==> config.mk <==
export PLATFORM = sky130hd
export DESIGN_NAME = cpu_interrupt_sequencer
export DESIGN_NICKNAME = d
export VERILOG_FILES = /design/src/rtl/cpu_interrupt_sequencer.v
export VERILOG_INCLUDE_DIRS = /design/src /design/src/rtl
export SDC_FILE = /design/constraint.sdc
export NUM_CORES = 1
export LEC_CHECK = 0
export BUFFER_PORTS_ARGS = -buffer_cell sky130_fd_sc_hd__buf_2
export CAP_MARGIN = 20
export CORE_MARGIN = 10
export CORE_UTILIZATION = 40
export DETAILED_ROUTE_END_ITERATION = 8
export SYNTH_ARGS = -nofsm -noshare
export SYNTH_HDL_FRONTEND = slang
export SYNTH_SLANG_ARGS = --single-unit
export TNS_END_PERCENT = 5
==> constraint.sdc <==
create_clock -name clk -period 3.7 [get_ports clk]
set_clock_uncertainty 0.2 [all_clocks]
set_input_delay 0.74 -clock clk [delete_from_list [all_inputs] [get_ports clk]]
set_output_delay 0.74 -clock clk [all_outputs]
set_load 0.02 [all_outputs]
==> src/rtl/irq_seq_map.vh <==
`ifndef IRQ_SEQ_MAP_VH
`define IRQ_SEQ_MAP_VH
// ----------------------------------------
// Register offsets
// ----------------------------------------
`define ADDR_STATUS     4'h0
`define ADDR_ENABLE     4'h1
`define ADDR_FLAGS      4'h2
`define ADDR_CONTROL    4'h3
`define ADDR_SP_LO      4'h4
`define ADDR_SP_HI      4'h5
`define ADDR_VECTOR     4'h6
`define ADDR_STATE      4'h7
// ----------------------------------------
// Field positions and reset values
// ----------------------------------------
`define GIE_BIT         7
`define CTRL_RELOC_BIT  0
`define STATUS_RESET    8'h00
`define SP_RESET        16'h085f
// ----------------------------------------
// Timing counts in core clock cycles and the stack pointer step
// ----------------------------------------
`define ENTRY_CYCLES    3'h4
`define WAKE_EXTRA      3'h4
`define RETURN_CYCLES   3'h4
`define SP_STEP         16'h0002
`endif

==> src/rtl/cpu_interrupt_sequencer.v <==
// Behaviour
// - Core runs on undivided chip clock
// - Reset and each source own vectors
// - Take only with source and global enable
// - Lowest vector wins, reset first; a take in the reset_fetch cycle loads the interrupt vector instead
// - Relocate select moves vectors to boot
// - Boot reset fuse moves reset vector
// - Boot lock bits may block by counter
// - Accepting interrupt clears global enable
// - Return sets global enable again
// - Vectoring clears the source's flag
// - Writing one clears flag, zero keeps
// - Disabled flags stay latched until served
// - Level sources request only while present
// - One main instruction after return first
// - Status register not saved or restored
// - Clear-global blocks same-cycle requests too
// - Instruction after set-global runs first
// - Entry takes four cycles, pushes counter
// - Multi-cycle instruction completes before entry
// - Wake from sleep adds four cycles once wake_done is up
// - Return takes four cycles, pops counter
// - Push decrements stack pointer by two
// - Global enable is status bit seven
//
// Added by the designer: the address map and the strobed register port.
`timescale 1ns/10ps
`include "irq_seq_map.vh"

module cpu_interrupt_sequencer #(
	parameter NSRC      = 8,
	parameter LEVEL_MSK = 8'h80,
	parameter PCW       = 14,
	parameter [PCW-1:0] BOOT_START = 14'h3800
) (
	input  wire             clk,
	input  wire             rst_n,
	input  wire [3:0]       reg_addr,
	input  wire [7:0]       reg_wdata,
	input  wire             reg_wr,
	input  wire             reg_rd,
	output reg  [7:0]       reg_rdata,
	input  wire [NSRC-1:0]  irq_event,
	input  wire [NSRC-1:0]  irq_level,
	input  wire             boot_reset_vector_fuse,
	input  wire             app_section_lock_bit,
	input  wire             boot_section_lock_bit,
	input  wire             instr_boundary,
	input  wire             instr_sei,
	input  wire             instr_cli,
	input  wire             return_from_interrupt,
	input  wire             core_sleeping,
	input  wire             wake_done,
	input  wire [PCW-1:0]   program_counter,
	input  wire             reset_fetch,
	output reg              core_stall,
	output reg              push_strobe,
	output reg              pop_strobe,
	output reg  [PCW-1:0]   vector_addr,
	output reg              vector_load,
	output reg              wake_request,
	output wire             global_irq_enable,
	output reg  [15:0]      stack_pointer
);

	// ----------------------------------------
	// States
	// ----------------------------------------
	localparam [3:0] S_RUN   = 4'b0001;
	localparam [3:0] S_ENTRY = 4'b0010;
	localparam [3:0] S_WAKE  = 4'b0100;
	localparam [3:0] S_RET   = 4'b1000;

	// ----------------------------------------
	// Storage
	// ----------------------------------------
	reg  [7:0]      status_flags_register_q;
	reg  [NSRC-1:0] enable_q;
	reg  [NSRC-1:0] flag_q;
	reg             vector_relocate_select_q;
	reg  [3:0]      state_q;
	reg  [2:0]      cnt_q;
	reg             hold_q;
	reg  [NSRC-1:0] win_q;
	reg  [NSRC-1:0] ev_s1_q;
	reg  [NSRC-1:0] ev_s2_q;
	reg  [NSRC-1:0] ev_s3_q;
	reg  [NSRC-1:0] lv_s1_q;
	reg  [NSRC-1:0] lv_s2_q;
	reg  [NSRC-1:0] pending;
	reg  [NSRC-1:0] win;
	reg  [PCW-1:0]  win_vec;
	reg             blocked;
	integer         i;

	reg  [NSRC-1:0] flag_clr;
	reg  [NSRC-1:0] flag_set;
	reg  [NSRC-1:0] flag_served;
	reg  [PCW-1:0]  vec_base;
	reg  [PCW-1:0]  src_offset;
	reg             take;
	reg             sp_write_lo;
	reg             sp_write_hi;

	assign global_irq_enable = status_flags_register_q[`GIE_BIT];

	// ----------------------------------------
	// Source synchronisers
	// ----------------------------------------
	always @(posedge clk or negedge rst_n) begin
		if (!rst_n) begin
			ev_s1_q <= {NSRC{1'b0}};
			ev_s2_q <= {NSRC{1'b0}};
			ev_s3_q <= {NSRC{1'b0}};
			lv_s1_q <= {NSRC{1'b0}};
			lv_s2_q <= {NSRC{1'b0}};
		end else begin
			ev_s1_q <= irq_event;
			ev_s2_q <= ev_s1_q;
			ev_s3_q <= ev_s2_q;
			lv_s1_q <= irq_level;
			lv_s2_q <= lv_s1_q;
		end
	end

	// ----------------------------------------
	// Arbitration
	// ----------------------------------------
	// Boot lock blocks interrupts that would jump out of the protected area
	always @* begin
		blocked = 1'b0;
		if (boot_section_lock_bit && program_counter >= BOOT_START && !vector_relocate_select_q)
			blocked = 1'b1;
		if (app_section_lock_bit && program_counter < BOOT_START && vector_relocate_select_q)
			blocked = 1'b1;
		for (i = 0; i < NSRC; i = i + 1)
			pending[i] = enable_q[i] & (LEVEL_MSK[i] ? lv_s2_q[i] : flag_q[i]);
		win = {NSRC{1'b0}};
		src_offset = {PCW{1'b0}};
		win_vec = vec_base + {{(PCW-2){1'b0}}, 2'b10};
		for (i = NSRC - 1; i >= 0; i = i - 1) begin
			if (pending[i]) begin
				win = {NSRC{1'b0}};
				win[i] = 1'b1;
				src_offset = i[PCW-1:0] + {{(PCW-1){1'b0}}, 1'b1};
				win_vec = vec_base + {src_offset[PCW-2:0], 1'b0};
			end
		end
	end

	always @* begin
		take = 1'b0;
		if (state_q == S_RUN && global_irq_enable && !instr_cli && !hold_q && !blocked)
			take = (|pending) && (instr_boundary || core_sleeping);
	end

	// ----------------------------------------
	// Flag update terms
	// ----------------------------------------
	always @* begin
		// Only edge sources latch; level sources bypass the flag
		flag_set = ev_s2_q & ~ev_s3_q & ~LEVEL_MSK[NSRC-1:0];
		flag_clr = {NSRC{1'b0}};
		if (reg_wr && reg_addr == `ADDR_FLAGS)
			flag_clr = reg_wdata[NSRC-1:0];
		flag_served = {NSRC{1'b0}};
		if (take)
			flag_served = win;
		vec_base = {PCW{1'b0}};
		if (vector_relocate_select_q)
			vec_base = BOOT_START;
	end

	// ----------------------------------------
	// Interrupt flags
	// ----------------------------------------
	// latched until served
	always @(posedge clk or negedge rst_n) begin
		if (!rst_n) begin
			flag_q <= {NSRC{1'b0}};
		end else begin
			// An edge in the clearing cycle is kept, so no request is lost
			flag_q <= (flag_q & ~flag_clr & ~flag_served) | flag_set;
		end
	end

	// ----------------------------------------
	// Stack pointer
	// ----------------------------------------
	always @* begin
		sp_write_lo = reg_wr && reg_addr == `ADDR_SP_LO;
		sp_write_hi = reg_wr && reg_addr == `ADDR_SP_HI;
	end

	always @(posedge clk or negedge rst_n) begin
		if (!rst_n) begin
			stack_pointer <= `SP_RESET;
		end else if (state_q == S_ENTRY && cnt_q == `ENTRY_CYCLES - 3'h1) begin
			stack_pointer <= stack_pointer - `SP_STEP;
		end else if (state_q == S_RET && cnt_q == `RETURN_CYCLES - 3'h1) begin
			stack_pointer <= stack_pointer + `SP_STEP;
		end else begin
			// Software writes lose to push and pop; the core is stalled then anyway
			if (sp_write_lo)
				stack_pointer[7:0] <= reg_wdata;
			if (sp_write_hi)
				stack_pointer[15:8] <= reg_wdata;
		end
	end

	// ----------------------------------------
	// Sequencer
	// ----------------------------------------
	// single undivided clock
	always @(posedge clk or negedge rst_n) begin
		if (!rst_n) begin
			state_q <= S_RUN;
			cnt_q <= 3'h0;
			hold_q <= 1'b0;
			win_q <= {NSRC{1'b0}};
			status_flags_register_q <= `STATUS_RESET;
			core_stall <= 1'b0;
			push_strobe <= 1'b0;
			pop_strobe <= 1'b0;
			vector_load <= 1'b0;
			vector_addr <= {PCW{1'b0}};
			wake_request <= 1'b0;
		end else begin
			push_strobe <= 1'b0;
			pop_strobe <= 1'b0;
			vector_load <= 1'b0;
			wake_request <= 1'b0;
			if (instr_boundary)
				hold_q <= 1'b0;
			if (reg_wr && reg_addr == `ADDR_STATUS)
				status_flags_register_q <= reg_wdata;
			if (instr_cli)
				status_flags_register_q[`GIE_BIT] <= 1'b0;
			if (instr_sei) begin
				status_flags_register_q[`GIE_BIT] <= 1'b1;
				hold_q <= 1'b1;
			end
			if (reset_fetch) begin
				vector_addr <= boot_reset_vector_fuse ? BOOT_START : {PCW{1'b0}};
				vector_load <= 1'b1;
			end
			case (state_q)
			S_RUN: begin
				core_stall <= 1'b0;
				if (take) begin
					status_flags_register_q[`GIE_BIT] <= 1'b0;
					win_q <= win;
					vector_addr <= win_vec;
					core_stall <= 1'b1;
					if (core_sleeping) begin
						wake_request <= 1'b1;
						state_q <= S_WAKE;
						cnt_q <= `WAKE_EXTRA;
					end else begin
						state_q <= S_ENTRY;
						cnt_q <= `ENTRY_CYCLES - 3'h1;
					end
				end else if (return_from_interrupt) begin
					core_stall <= 1'b1;
					state_q <= S_RET;
					cnt_q <= `RETURN_CYCLES - 3'h1;
				end
			end
			S_WAKE: begin
				if (wake_done) begin
					if (cnt_q == 3'h1) begin
						state_q <= S_ENTRY;
						cnt_q <= `ENTRY_CYCLES;
					end else begin
						cnt_q <= cnt_q - 3'h1;
					end
				end
			end
			S_ENTRY: begin
				if (cnt_q == `ENTRY_CYCLES - 3'h1)
					push_strobe <= 1'b1;
				if (cnt_q == 3'h1) begin
					vector_load <= 1'b1;
					core_stall <= 1'b0;
					state_q <= S_RUN;
				end
				cnt_q <= cnt_q - 3'h1;
			end
			S_RET: begin
				if (cnt_q == `RETURN_CYCLES - 3'h1) begin
					pop_strobe <= 1'b1;
				end
				if (cnt_q == 3'h1) begin
					status_flags_register_q[`GIE_BIT] <= 1'b1;
					hold_q <= 1'b1;
					core_stall <= 1'b0;
					state_q <= S_RUN;
				end
				cnt_q <= cnt_q - 3'h1;
			end
			default: begin
				state_q <= S_RUN;
				core_stall <= 1'b0;
			end
			endcase
		end
	end

	// ----------------------------------------
	// Control registers
	// ----------------------------------------
	always @(posedge clk or negedge rst_n) begin
		if (!rst_n) begin
			enable_q <= {NSRC{1'b0}};
			vector_relocate_select_q <= 1'b0;
		end else if (reg_wr) begin
			if (reg_addr == `ADDR_ENABLE)
				enable_q <= reg_wdata[NSRC-1:0];
			if (reg_addr == `ADDR_CONTROL)
				vector_relocate_select_q <= reg_wdata[`CTRL_RELOC_BIT];
		end
	end

	// ----------------------------------------
	// Read port
	// ----------------------------------------
	always @(posedge clk or negedge rst_n) begin
		if (!rst_n) begin
			reg_rdata <= 8'h00;
		end else if (reg_rd) begin
			case (reg_addr)
			`ADDR_STATUS:  reg_rdata <= status_flags_register_q;
			`ADDR_ENABLE:  reg_rdata <= enable_q;
			`ADDR_FLAGS:   reg_rdata <= flag_q;
			`ADDR_CONTROL: reg_rdata <= {7'h00, vector_relocate_select_q};
			`ADDR_SP_LO:   reg_rdata <= stack_pointer[7:0];
			`ADDR_SP_HI:   reg_rdata <= stack_pointer[15:8];
			`ADDR_VECTOR:  reg_rdata <= vector_addr[7:0];
			`ADDR_STATE:   reg_rdata <= {hold_q, cnt_q, state_q};
			default:       reg_rdata <= 8'h00;
			endcase
		end else begin
			reg_rdata <= 8'h00;
		end
	end

endmodule

==> impl_results.md <==
* Peak VDD IR at 0.3024 mV
* Worst Path Arrival at 2.78 ns
* Fin crit share at 72.83%
* Ys async rst share at 100.0%
* Cell-internal power at 2.547 mW
* Final WL at ~15,000 µm
* Ys flop type: dfrtp_1
* Num CTS Buffers at 9
* CP Launch Type: register
* Area growth syn-to-layout at 17.04%
* Antenna diode count at 0
* Number of synthesized flops with an enable pin at 0
* Port Buffers at 80
* Drc violations at 0
* Count of cell types in the netlist at 70
* CP Class: reg2reg
* Pwr Density at approximately 670 nW/µm²
* Sw frac at about two fifths
* Worst Max-Slew Pin Slew at 0.7461 ns
* Leakage at 2.746 nW
* GR peak layer: met2
* Remaining Overflow, GRT at 0
* Synth warnings at 0
* Starting density of the core at about 41%
* 1st-pass router iterations at 8
* GR Layer Usage met3 at 4.481%
* H-tree Lvls at 3
* Die Y at 134.3 µm
* Crit end category: register
* Crit Path Max Fanout at 14
* Cts hold-fix bufs at 0
* Post-synthesis instance area at 5228 µm²
* Core area at 12,720 µm²
* Die area at 18,040 µm²
* Power, Total at ~4.1 mW
* Placed cell area at 5761 µm²
* Largest net degree at the start of global routing at 59
* RSZ-0062 raised after global routing: no
* Clock Sinks at 99
* Via count at around 4,400
* Number of global-route vias before repair at 4,251
* Clock power share at between 20% and 30%
* Fillcell total at between 1,000 and 1,500
* # Post-CTS Setup Buffers at 0
* Finished layout cell area at 6118 µm²
* Slew margin rel. at 48.84%
* Final min period at 2.695 ns
* Synth area leaders: dfrtp_1 44%, nand2_1 4.6%, dfstp_2 4.0%
* Combinational share of power at 32.1%
* Maxcap violations at 0
* Post-synthesis register bit count at 99
* Hold Violations, Final at 0
* Area leader, netlist: dfrtp_1
* Most common cell in the netlist: dfrtp_1
* Antenna viol nets, final at 0
* PostCTS Resize Cnt at 0
* GRT Overall Usage at 16.52%
* Post-Syn Nets at just under 600
* GR Layer Usage met2 at 24.41%
* Clock Tree Buf Depth at 2
* Die Wd at between 100 and 150 µm
* Cell chosen for the clock root: clkbuf_16
* Clock latency on the worst-skew pair at approximately 0.36 ns
* Synthesized area per cell at approximately 9.9 µm²
* Layout cell share with drive strength beyond 1 at 24.21%
* Final setup viols at 0
* IO Count at 100
* Hold Crit Class: reg2reg
* Net Sw Power at approximately 1.6 mW
* Global placer's final weighted congestion at 0.9101
* Syn Inst Count at 527
* TritonCTS clock tree: done
* # nets final at 655
* Status: finished clean
* Drt wl/cell at 19.42 µm
* Top cells by count, synth: 91 x dfrtp_1, 64 x nand2_1, 40 x o21ai_0
* Final Slew Violations at 0
* Flop pwr share at 40.6%
* FP Rows at 41
* Fin Setup TNS at 0 ns
* HPWL after detailed placement at 11,100 µm
* FMAX at 0.3711 GHz
* Post-synthesis sequential area ratio at a little under half
* Antenna violations before repair at 1
* Post-synth top area share at 43.56%
* Global Route met1 Usage at 22.33%
* CTS clk-pin slew, worst paths at 0.07 ns
* CP required at approximately 3.8 ns
* Initial DRC Count at 519
* First-pass GRT wire length at 23,620 µm
* Routed vias/inst at 5.741
worst paths after layout:
kind	cells past startpoint	startpoint	endpoint	slack, ns
worst min register to register	0	ev_s1_q[4]	ev_s2_q[4]	0.15
min in group asynchronous	1	rst_n	core_stall	0.17
worst max register to register	6	state_q[1]	stack_pointer[6]	1.01
max in group asynchronous	2	rst_n	stack_pointer[0]	2.38
worst max-delay path	6	state_q[1]	stack_pointer[6]	1.01
worst min-delay path	0	ev_s1_q[4]	ev_s2_q[4]	0.15
per-stage QoR:
step                std cells  setup slack (ns)  util [%]  hold slack (ns)
finish                    771             1.005     48.09           0.1501
global route              771            0.8638     48.09           0.1562
CTS                       771             1.036     48.09           0.1518
detailed placement        755            0.8547     45.28           0.1355
global placement          755            0.8604     45.28           0.1317
floorplan                 527             1.325         -           0.1312
layout make-up:
cell class | count | area (µm²) | share of cell area (%)
Clock buffer | 10 | 239.0 | 3.906
Clock inverter | 6 | 118.9 | 1.943
Inverter | 22 | 82.58 | 1.350
Multi-Input combinational cell | 377 | 2522 | 41.23
Timing Repair Buffer | 85 | 452.9 | 7.403
Sequential cell | 99 | 2487 | 40.65
Tap cell | 172 | 215.2 | 3.517
power by group through the flow:
stage / Clock (mW) / Sequential [mW] / Combinational [mW]
after floorplan: 0 / 1.61 / 0.950
after global placement: 0 / 1.67 / 1.30
after detailed placement: 0 / 1.68 / 1.32
after CTS: 1.14 / 1.66 / 1.32
after global routing: 1.19 / 1.71 / 1.45
final: 1.13 / 1.67 / 1.32
critical path, stage by stage, from the launching register on:
cell	delay, ns
dfrtp_1	0.75
nor4b_2	0.43
nand2_1	0.13
inv_1	0.32
or3_1	0.35
o21ai_0	0.13
a211o_1	0.31
layer usage:
layer  vias to the layer above  part of all wire (%)
met2                       165                    45
met3                        38                   7.3
met4                         2                   2.8
met1                      2165                    45
li1                       2056                     -
met5                         -                 0.080
flip-flops by register name (all words and copies together), names as in the netlist, 3 cells and up:
signal / flops
flag_q: 8
ev_s2_q: 7
enable_q: 8
state_q: 4
ev_s3_q: 7
stack_pointer: 16
cnt_q: 3
reg_rdata: 8
vector_addr: 14
ev_s1_q: 7
status_flags_register_q: 8
layout by cell type, fill, tap and decap left out, types with 4 or more instances in the layout:
cell and n:
and2_1 9, a31oi_1 7, a32o_1 8, clkbuf_16 9, a221oi_1 4, mux2i_1 16, o21ai_0 40, and3_1 6
a21oi_1 22, o31ai_1 4, o211ai_1 4, nor4_1 6, inv_1 21, nand3_1 23, or3_1 4, mux2_2 17
o22ai_1 4, ha_1 5, xor2_1 5, nor2b_1 10, xnor2_1 7, nand2_1 64, dfstp_2 8, mux4_2 5
nor3_1 12, nor2_1 32, nand2b_1 5, a22oi_1 6, buf_2 79, buf_4 5, nand4_1 6, dfrtp_1 91
cell families after synthesis:
| logic type | count (synthesis) | synth area share (%) |
|---|---|---|
| flip-flops | 99 | 47.58 |
| AO/OA/AOI/OAI | 126 | 16.06 |
| XOR/XNOR | 12 | 2.011 |
| buffers and inverters | 51 | 4.165 |
| multiplexers | 38 | 8.880 |
| adder cells (fa/ha/maj) | 5 | 1.197 |
| AND/OR/NAND/NOR | 196 | 20.11 |
Note: power is estimated with default switching activity, not from simulation.
